--- config.mk ---
export PLATFORM = sky130hd
export DESIGN_NAME = lmrs_scanner
export DESIGN_NICKNAME = d
export VERILOG_FILES = /design/src/lmrs_pkg.sv /design/src/lmrs_pattern_mem.sv /design/src/lmrs_scanner.sv
export SDC_FILE = /design/constraint.sdc
export NUM_CORES = 1
export LEC_CHECK = 0
export BUFFER_PORTS_ARGS = -buffer_cell sky130_fd_sc_hd__buf_4
export CAP_MARGIN = 20
export CORE_ASPECT_RATIO = 1.1
export CORE_MARGIN = 4
export CORE_UTILIZATION = 56
export DETAILED_ROUTE_END_ITERATION = 10
export PLACE_DENSITY = 0.76
export SYNTH_ARGS = -nofsm -noshare
export SYNTH_HDL_FRONTEND = slang
export SYNTH_HIERARCHICAL = 1
export SYNTH_SLANG_ARGS = --single-unit
--- constraint.sdc ---
create_clock -name i_clk -period 2.7 [get_ports i_clk]
set_clock_uncertainty 0.05 [all_clocks]
set_input_delay 0.27 -clock i_clk [delete_from_list [all_inputs] [get_ports i_clk]]
set_output_delay 0.27 -clock i_clk [all_outputs]
set_load 0.02 [all_outputs]
--- src/lmrs_pkg.sv ---
package lmrs_pkg;
  localparam int          CLK_HZ            = 25000000;
  localparam int          DWELL_TIME_NS     = 320000;
  localparam int          DWELL_CYCLES      = (DWELL_TIME_NS / 1000) * (CLK_HZ / 1000000);
  localparam int          NUM_ROWS          = 8;
  localparam logic [3:0]  DEV_ADDR_RESET    = 4'h0;
  localparam logic [3:0]  CTRL_PREFIX       = 4'h0;
  localparam logic [7:0]  PATTERN_BASE      = 8'hD0;
  localparam logic [7:0]  RING_RESET        = 8'hFE;
  localparam logic [63:0] INIT_CHARACTER    = 64'h00_41_41_7F_41_41_22_1C;

  typedef struct packed {
    logic       we;
    logic [2:0] waddr;
    logic [7:0] wdata;
    logic [2:0] raddr;
  } lmrs_mem_req_t;

  typedef struct packed {
    logic scl_o;
    logic scl_oe;
    logic sda_o;
    logic sda_oe;
  } lmrs_i2c_drv_t;

  typedef enum logic [2:0] {
    I2C_IDLE  = 3'b000,
    I2C_CTRL  = 3'b001,
    I2C_WADDR = 3'b010,
    I2C_DATA  = 3'b011,
    I2C_ACK   = 3'b100,
    I2C_READ  = 3'b101,
    I2C_RACK  = 3'b110,
    I2C_SKIP  = 3'b111
  } lmrs_i2c_state_t;
endpackage : lmrs_pkg

--- src/lmrs_pattern_mem.sv ---
`timescale 1ns/1ns
module lmrs_pattern_mem
  import lmrs_pkg::*;
#(
  parameter int DEPTH = 8
) (
  input  wire logic                i_clk,
  input  wire logic                i_sys_rst,
  input  wire lmrs_pkg::lmrs_mem_req_t i_req,
  input  wire logic [2:0]          i_raddr2,
  output logic      [7:0]          o_rdata,
  output logic      [7:0]          o_rdata2
);
  logic [7:0] mem_reg [DEPTH];
  logic [7:0] rdata_reg;
  logic [7:0] rdata2_reg;

  // Preset character reloads on reset so the matrix never starts blank
  always_ff @(posedge i_clk) begin
    if (i_sys_rst) begin
      for (int k = 0; k < DEPTH; k++) begin
        mem_reg[k] <= INIT_CHARACTER[k*8 +: 8];
      end
      rdata_reg  <= 8'h00;
      rdata2_reg <= 8'h00;
    end else begin
      if (i_req.we) begin
        mem_reg[i_req.waddr] <= i_req.wdata;
      end
      rdata_reg  <= mem_reg[i_req.raddr];
      rdata2_reg <= mem_reg[i_raddr2];
    end
  end

  assign o_rdata  = rdata_reg;
  assign o_rdata2 = rdata2_reg;
endmodule : lmrs_pattern_mem

--- src/lmrs_scanner.sv ---
`timescale 1ns/1ns
module lmrs_scanner
  import lmrs_pkg::*;
(
  input  wire logic       i_clk,
  input  wire logic       i_sys_rst,
  input  wire logic       i_sequencer_reset_n,
  input  wire logic       i_scl,
  input  wire logic       i_sda,
  output logic            o_sda_o,
  output logic            o_sda_oe,
  output logic      [6:0] o_col,
  output logic      [7:0] o_row_n
);
  function automatic logic [2:0] slot_of(input logic [7:0] a);
    return a[2:0];
  endfunction : slot_of

  function automatic logic hit(input logic [7:0] a);
    return (a[7:3] == PATTERN_BASE[7:3]);
  endfunction : hit

  // Bus front end: edges and start/stop from prior samples
  logic scl_d_reg, sda_d_reg;
  wire  scl_rise = i_scl & ~scl_d_reg;
  wire  scl_fall = ~i_scl & scl_d_reg;
  wire  start_c  = scl_d_reg & i_scl & sda_d_reg & ~i_sda;
  wire  stop_c   = scl_d_reg & i_scl & ~sda_d_reg & i_sda;

  lmrs_i2c_state_t st_reg, st_next, ret_reg, ret_next;
  logic [7:0] sh_reg, sh_next, wa_reg, wa_next, tx_reg, tx_next;
  logic [3:0] bit_reg, bit_next;
  logic       ack_reg, ack_next, sda_oe_reg, sda_oe_next, rd_reg, rd_next;
  logic [3:0] dev_addr_reg;
  logic       we;
  logic [7:0] mem_rdata, pat_rdata;
  lmrs_mem_req_t req;

  always_comb begin
    st_next = st_reg; ret_next = ret_reg; sh_next = sh_reg; wa_next = wa_reg;
    tx_next = tx_reg; bit_next = bit_reg; ack_next = ack_reg;
    sda_oe_next = sda_oe_reg; rd_next = rd_reg; we = 1'b0;
    if (start_c) begin
      st_next = I2C_CTRL; bit_next = 4'h0; sda_oe_next = 1'b0;
    end else if (stop_c) begin
      st_next = I2C_IDLE; sda_oe_next = 1'b0;
    end else begin
      case (st_reg)
        I2C_CTRL, I2C_WADDR, I2C_DATA: begin
          if (scl_rise) begin
            sh_next = {sh_reg[6:0], i_sda};
            bit_next = bit_reg + 4'h1;
          end else if (scl_fall && bit_reg == 4'h8) begin
            bit_next = 4'h0;
            ret_next = I2C_SKIP;
            ack_next = 1'b1;
            if (st_reg == I2C_CTRL) begin
              // Only our address answers; anything else is left alone
              if (sh_reg[7:4] == CTRL_PREFIX && sh_reg[3:1] == dev_addr_reg[3:1]) begin
                rd_next  = sh_reg[0];
                ret_next = sh_reg[0] ? I2C_READ : I2C_WADDR;
              end else begin
                ack_next = 1'b0;
              end
            end else if (st_reg == I2C_WADDR) begin
              wa_next = sh_reg; ret_next = I2C_DATA;
            end else begin
              // Extra data bytes past the one allowed are not acknowledged
              we = hit(wa_reg);
              ret_next = I2C_SKIP;
            end
            sda_oe_next = ack_next;
            st_next = I2C_ACK;
          end
        end
        I2C_ACK: if (scl_fall) begin
          sda_oe_next = 1'b0; st_next = ret_reg;
          if (ret_reg == I2C_READ) begin
            tx_next = hit(wa_reg) ? mem_rdata : 8'h00;
            sda_oe_next = ~(hit(wa_reg) ? mem_rdata[7] : 1'b0);
          end
        end
        I2C_READ: if (scl_fall) begin
          if (bit_reg == 4'h7) begin
            bit_next = 4'h0; sda_oe_next = 1'b0; st_next = I2C_RACK;
          end else begin
            bit_next = bit_reg + 4'h1;
            tx_next = {tx_reg[6:0], 1'b0};
            sda_oe_next = ~tx_reg[6];
          end
        end
        I2C_RACK: if (scl_rise) st_next = i_sda ? I2C_SKIP : I2C_ACK;
        default: ;
      endcase
    end
  end

  always_ff @(posedge i_clk) begin
    if (i_sys_rst) begin
      scl_d_reg <= 1'b1; sda_d_reg <= 1'b1; st_reg <= I2C_IDLE; ret_reg <= I2C_IDLE;
      sh_reg <= 8'h00; wa_reg <= 8'h00; tx_reg <= 8'h00; bit_reg <= 4'h0;
      ack_reg <= 1'b0; sda_oe_reg <= 1'b0; rd_reg <= 1'b0; dev_addr_reg <= DEV_ADDR_RESET;
    end else begin
      scl_d_reg <= i_scl; sda_d_reg <= i_sda; st_reg <= st_next; ret_reg <= ret_next;
      sh_reg <= sh_next; wa_reg <= wa_next; tx_reg <= tx_next; bit_reg <= bit_next;
      ack_reg <= ack_next; sda_oe_reg <= sda_oe_next; rd_reg <= rd_next;
    end
  end
  assign o_sda_o  = 1'b0;
  assign o_sda_oe = sda_oe_reg;

  // Sequencer, dwell counter, phase splitter, row ring
  logic [15:0] cnt_reg, cnt_next;
  logic        ph_reg, ph_next;
  logic [2:0]  state_reg, state_next;
  logic [7:0]  ring_reg, ring_next;
  logic [6:0]  col_reg, col_next;
  logic        fresh_reg, fresh_next;
  logic [7:0]  en;
  logic        step;

  assign req = '{we: we, waddr: slot_of(wa_reg), wdata: sh_reg, raddr: slot_of(wa_reg)};

  lmrs_pattern_mem #(.DEPTH(NUM_ROWS)) u_mem (
    .i_clk     (i_clk),
    .i_sys_rst (i_sys_rst),
    .i_req     (req),
    .i_raddr2  (state_reg),
    .o_rdata   (mem_rdata),
    .o_rdata2  (pat_rdata)
  );

  genvar g;
  generate
    for (g = 0; g < NUM_ROWS; g++) begin : g_en
      assign en[g] = (g % 2 == 1) ? ph_reg : ~ph_reg;
    end
  endgenerate

  always_comb begin
    cnt_next = cnt_reg + 16'h1; ph_next = ph_reg; step = 1'b0;
    state_next = state_reg; ring_next = ring_reg; col_next = col_reg;
    if (cnt_reg == 16'(DWELL_CYCLES - 1)) begin
      cnt_next = 16'h0;
      ph_next = ~ph_reg;
    end
    // Level enables: only one phase per state can ever satisfy the test
    if (en[3'(state_reg + 3'h1)] && !en[state_reg] && ph_next == ph_reg) begin
      step = 1'b1;
      state_next = state_reg + 3'h1;
      ring_next = {ring_reg[6:0], ring_reg[7]};
    end
    col_next = pat_rdata[6:0];
    if (!i_sequencer_reset_n) begin
      state_next = 3'h0; ring_next = RING_RESET; cnt_next = 16'h0; ph_next = 1'b0;
    end
  end
  assign fresh_next = step;

  always_ff @(posedge i_clk) begin
    if (i_sys_rst) begin
      cnt_reg <= 16'h0; ph_reg <= 1'b0; state_reg <= 3'h0;
      ring_reg <= RING_RESET;
      col_reg <= 7'h00; fresh_reg <= 1'b0;
    end else begin
      cnt_reg <= cnt_next; ph_reg <= ph_next; state_reg <= state_next;
      ring_reg <= ring_next; col_reg <= col_next; fresh_reg <= fresh_next;
    end
  end
  assign o_col   = col_reg;
  assign o_row_n = ring_reg;

  property p_one_low;
    @(posedge i_clk) disable iff (i_sys_rst) $countones(~ring_reg) == 1;
  endproperty
  a_one_low: assert property (p_one_low) else $error("ring not one-hot low");

  property p_lockstep;
    @(posedge i_clk) disable iff (i_sys_rst) ring_reg == ~(8'h01 << state_reg);
  endproperty
  a_lockstep: assert property (p_lockstep) else $error("row not matching state");

  property p_rotate;
    @(posedge i_clk) disable iff (i_sys_rst || !i_sequencer_reset_n)
      step |=> ring_reg == {$past(ring_reg[6:0]), $past(ring_reg[7])};
  endproperty
  a_rotate: assert property (p_rotate) else $error("ring did not rotate");

  property p_dwell;
    @(posedge i_clk) disable iff (i_sys_rst || !i_sequencer_reset_n)
      step |=> !step [*8];
  endproperty
  a_dwell: assert property (p_dwell) else $error("state skipped early");

  property p_advance;
    @(posedge i_clk) disable iff (i_sys_rst || !i_sequencer_reset_n)
      step |=> state_reg == 3'($past(state_reg) + 3'h1);
  endproperty
  a_advance: assert property (p_advance) else $error("bad state step");

  property p_phase_edge;
    @(posedge i_clk) disable iff (i_sys_rst || !i_sequencer_reset_n)
      step |-> cnt_reg == 16'h0;
  endproperty
  a_phase_edge: assert property (p_phase_edge) else $error("step off phase edge");

  property p_seq_reset;
    @(posedge i_clk) disable iff (i_sys_rst)
      !i_sequencer_reset_n |=> state_reg == 3'h0 && ring_reg == RING_RESET;
  endproperty
  a_seq_reset: assert property (p_seq_reset) else $error("reset not to state 0");

  property p_cols;
    @(posedge i_clk) disable iff (i_sys_rst) fresh_reg |-> ##2 o_col[6:0] == $past(pat_rdata[6:0]);
  endproperty
  a_cols: assert property (p_cols) else $error("columns not pattern");
endmodule : lmrs_scanner

Word level (Yosys, flattened, before mapping)
Memory sizes are Yosys's and may differ from the RTL's. A register that Yosys moved wholly into a read port is not among the register bits. Cells that the tools add are included.

Add/subtract/negate cells: 3. Order comparisons: 2. Equal/unequal tests: 27. Multiplexer cells: 55. Bitwise gates (word level): 19. Reduce and logical (&&, ||, !) cells: 26.

Operators by type and width (number): two-way mux 7 bit (5); two-way mux 3 bit (11); AND reduction 7 bit (4); two-way mux 1 bit (27); != test 4 bit (second input constant) (6); adder 16 x 1 -> 16 bit (second input constant) (1); equality test 16 x 13 -> 1 bit (second input constant) (1); two-way mux 4 bit (4); != test 2 bit (second input constant) (8); one-hot mux 7 bit (2 select lines) (1); equality test 3 bit (second input constant) (4); NOT 1 bit (12); one-hot mux 3 bit (4 select lines) (1); AND reduction 5 bit (2); OR reduction 3 bit (3); < comparator 3 x 4 -> 1 bit (second input constant) (2); two-way mux 8 bit (1); one-hot mux 4 bit (2 select lines) (1); AND reduction 4 bit (2); OR reduction 8 bit (1); bitwise AND 1 bit (7); binary-select mux 1 bit (select 3 bit) (2); equality test 3 x 2 -> 1 bit (second input constant) (2); nonzero test 6 bit (1); other kinds (18) (23).

Bits in registers: 71. Memory bits (writable): 64. Input bits: 5. Output and inout bits: 17. Word-level logic and storage cells: 148. Memories: 1.

Memories: u_mem.mem_reg (depth 8, bits a word 8, read ports 2, clocked after Yosys merged registers in 2, write ports 8, RTL line lmrs_pattern_mem.sv:14) `logic [7:0] mem_reg [DEPTH];`.

Logic depth before layout (Yosys ltp)
Depth after elaboration: 13. Depth in mapped cells: 10. Gate-level depth less buffers: 9.

Cells and area by module
The synthesis kept the hierarchy.

Modules (own cells, without submodules): lmrs_pattern_mem (times used 1, cells each 244, area an instance 3777.4 um^2, sequential area each 2242.2 um^2); lmrs_scanner (times used 1, cells each 336, area an instance 3131.8 um^2, sequential area each 1421.4 um^2).

Least setup slack after synthesis
Ideal clock, no wire load.

Path type: flip-flop to flip-flop. Start: reg bit_reg[0]. End: mem u_mem.mem_reg[4][0] (enable). Library setup time: 334 ps. Arrival: 2228 ps. Data required time: 2316 ps. Setup slack: 88 ps. Stages on the path, launching flop included: 11. Path buffers: 1. Period minus slack after synthesis: 2612 ps. Path through: dfxtp_1 > inv_1 > ha_1 > and4bb_2 > and3_1 > nand2_1 > nor2_1 > or3b_1 > or3b_1 > buf_2 > nand2b_1.

RTL lines: start: declaration (RTL line lmrs_scanner.sv:32) `logic [3:0] bit_reg, bit_next;`; start signal: assignment (RTL line lmrs_scanner.sv:105) `sh_reg <= sh_next; wa_reg <= wa_next; tx_reg <= tx_next; bit_reg <= bit_next;`; end: declaration (RTL line lmrs_pattern_mem.sv:14).

==> out/metrics.yaml <==
run_status:
  status: "complete, no violations"
cts:
  root_buffer: "clkbuf_16"
  cts_made_buffers: 17
  cts_sinks: 150
  clock_latency_ns: 0.42
  cts_tree: "yes"
  clockBufferDepth: 2
  clk_pin_slew_ns: 0.06
  postCtsSetupRepairBufs: 0
  cts_hold_buf: 0
  cts_max_level: 4
sta:
  slew_viol_final: 0
  layout_min_cycle_time_ns: 2.579
  timing.final.hold_violations: 0
  fin_crit_sh_pct: 95.51
  fmax_mhz: 387.8
  setup_violations: 0
  grt_setup_unrepaired: "no"
  tns_ns: 0
  worst_pin_slew_ns: 0.6735
  slew_headroom_pct: 55.04
finish:
  post-route-util_pct: 65.14
  diodes: 0
  largest_reg_flops: 64
  nets: 620
  fin_cells: 778
  layout-drive-gt1-share_pct: 20.99
  area_growth_pct: 14.27
power:
  p_leak_nw: 2.702
  power_mw: 4.828
  p_per_area_mw_per_mm2: 618.6
  ir_worst_vdd_mv: 0.4147
worst_hold_path:
  whs_path_depth: 3
  hold_start: "i_sda"
  min_path_type: "input port to flop"
  min_to: "sda_d_reg"
worst_setup_path:
  startpoint_type: "flop"
  reg2reg_to: "u_mem/mem_reg[4][3]"
  r2r_setup_slack_ns: 0.12
  critPathRequiredTime_ns: 2.82
  rr_worst_depth: 9
  cp_max_fo: 9
  cp_cell_sequence: "inv_1 -> ha_1 -> and4bb_2 -> and3_1 -> nand2_1 -> nor2_2 -> or3b_1 -> or3b_4 -> or2_1"
  crit_path_end_kind: "flop"
  path_class: "flop to flop"
  r2r_start: "bit_reg[1]"
  max_stage_delay_ns: 0.44
  cp.arrival_ns: 2.70
  critPathSlowestCell: "or3b_4"
global_routing:
  grt_pass1_vias: 4472
  grt_max_degree: 36
  grt_pass1_wl_um: 22940
  grt_overflow: 0
  antenna_found_initial: 0
  grtUsageTotal_pct: 21.44
job:
  maxCapViolations: 0
die:
  fp.dieW_um: 113.3
  io_pins: 22
  initial_core_util_pct: 57.01
  dieArea_mm2: 0.01403
  fp.dieH_um: 123.8
  num_rows: 42
  core_area_mm2: 0.01198
detailed_routing:
  remaining_drc_errors: 0
  drt_first_pass_iters: 5
  drtIter0Drc: 378
  finalWirelength_um: 13840
  wl_per_cell_um: 17.78
  vias: 4464
  postRouteAntennaNets: 0
  vias_per_cell: 5.738
place:
  gp_congestion: 0.9159
  numPortBuffers: 20
  place_inst: 746
  dp_hpwl_um: 9855
synthesis:
  synth_nets: 584
  syn-cell-area_mm2: 0.006830
  syn_area_per_cell_um2: 11.88
  syn_inst: 575
  yosysWarningCount: 6
==> metrics by stage <==
stage | worst slack (ns) | hold slack [ns] | area (um2)
global route | 0.01913 | 0.1068 | 7805
CTS | 0.01451 | 0.07599 | 7790
finish | 0.1212 | 0.09186 | 7805
global placement | -0.005411 | 0.3717 | 7226
floorplan | 0.08805 | 0.3266 | 6830
detailed placement | -0.08747 | 0.3764 | 7226
==> critical path, delay by kind of cell (launching register included) <==
kind	cells	cell delay, ns
fa+ha+maj	1	0.13
simple gates	7	1.78
flops	1	0.31
buf+inv	1	0.05
==> report_power, final <==
group | internal (mW) | switching [mW] | leakage (nW) | total, mW
logic | 0.0671 | 0.0822 | 1.11 | 0.149
clock network | 1.36 | 0.847 | 0.275 | 2.21
registers | 2.43 | 0.0422 | 1.32 | 2.47
==> routing by layer <==
metal  vias up  part of all wire, %  global-route usage (%)
met2       113                   50                   36.30
li1       2150                    -                       -
met5         -                    0                       0
met1      2169                   42                   25.99
met4         0                  3.7                   11.27
met3        32                  4.0                   4.519
==> layout by cell type, fill, tap and decap left out, types with 6 or more instances in the layout <==
master,n
nor2_1,77
nand3_1,15
nand2b_1,13
nor2b_1,10
and2_1,38
xnor2_1,11
dfxtp_1,86
or3_1,6
nor3_1,12
or2_2,8
mux4_2,30
a22oi_1,7
a21oi_1,8
mux2i_1,42
xor2_1,6
inv_1,10
or2_1,7
a211oi_1,8
edfxtp_1,64
nand2_1,25
clkbuf_16,18
buf_4,46
==> worst max path at each step <==
stage | from | end | cells after the start
5_1_grt | bit_reg[0] | u_mem/mem_reg[4][5] | 9
3_5_place_dp | bit_reg[0] | u_mem/mem_reg[4][5] | 9
3_3_place_gp | bit_reg[0] | u_mem/mem_reg[4][1] | 9
2_1_floorplan | bit_reg[0] | u_mem/mem_reg[4][0] | 10
6_report | bit_reg[1] | u_mem/mem_reg[4][3] | 9
4_1_cts | bit_reg[0] | u_mem/mem_reg[4][1] | 9
==> cell type report <==
cell class | instances | area, um2
Tap cell | 154 | 192.7
Clock buffer | 23 | 489.2
Clock inverter | 9 | 72.57
Inverter | 10 | 37.54
Multi-Input combinational cell | 386 | 3024
Fill cell | 878 | 4177
Timing Repair Buffer | 46 | 345.3
Sequential cell | 150 | 3643
==> what timing repair did <==
item                                    in CTS  in global routing
gates cloned                                 0                  0
gates resized for setup                      1                  4
endpoints found under the setup margin       8                 15
No activity file was read; power rests on OpenSTA's default activity.
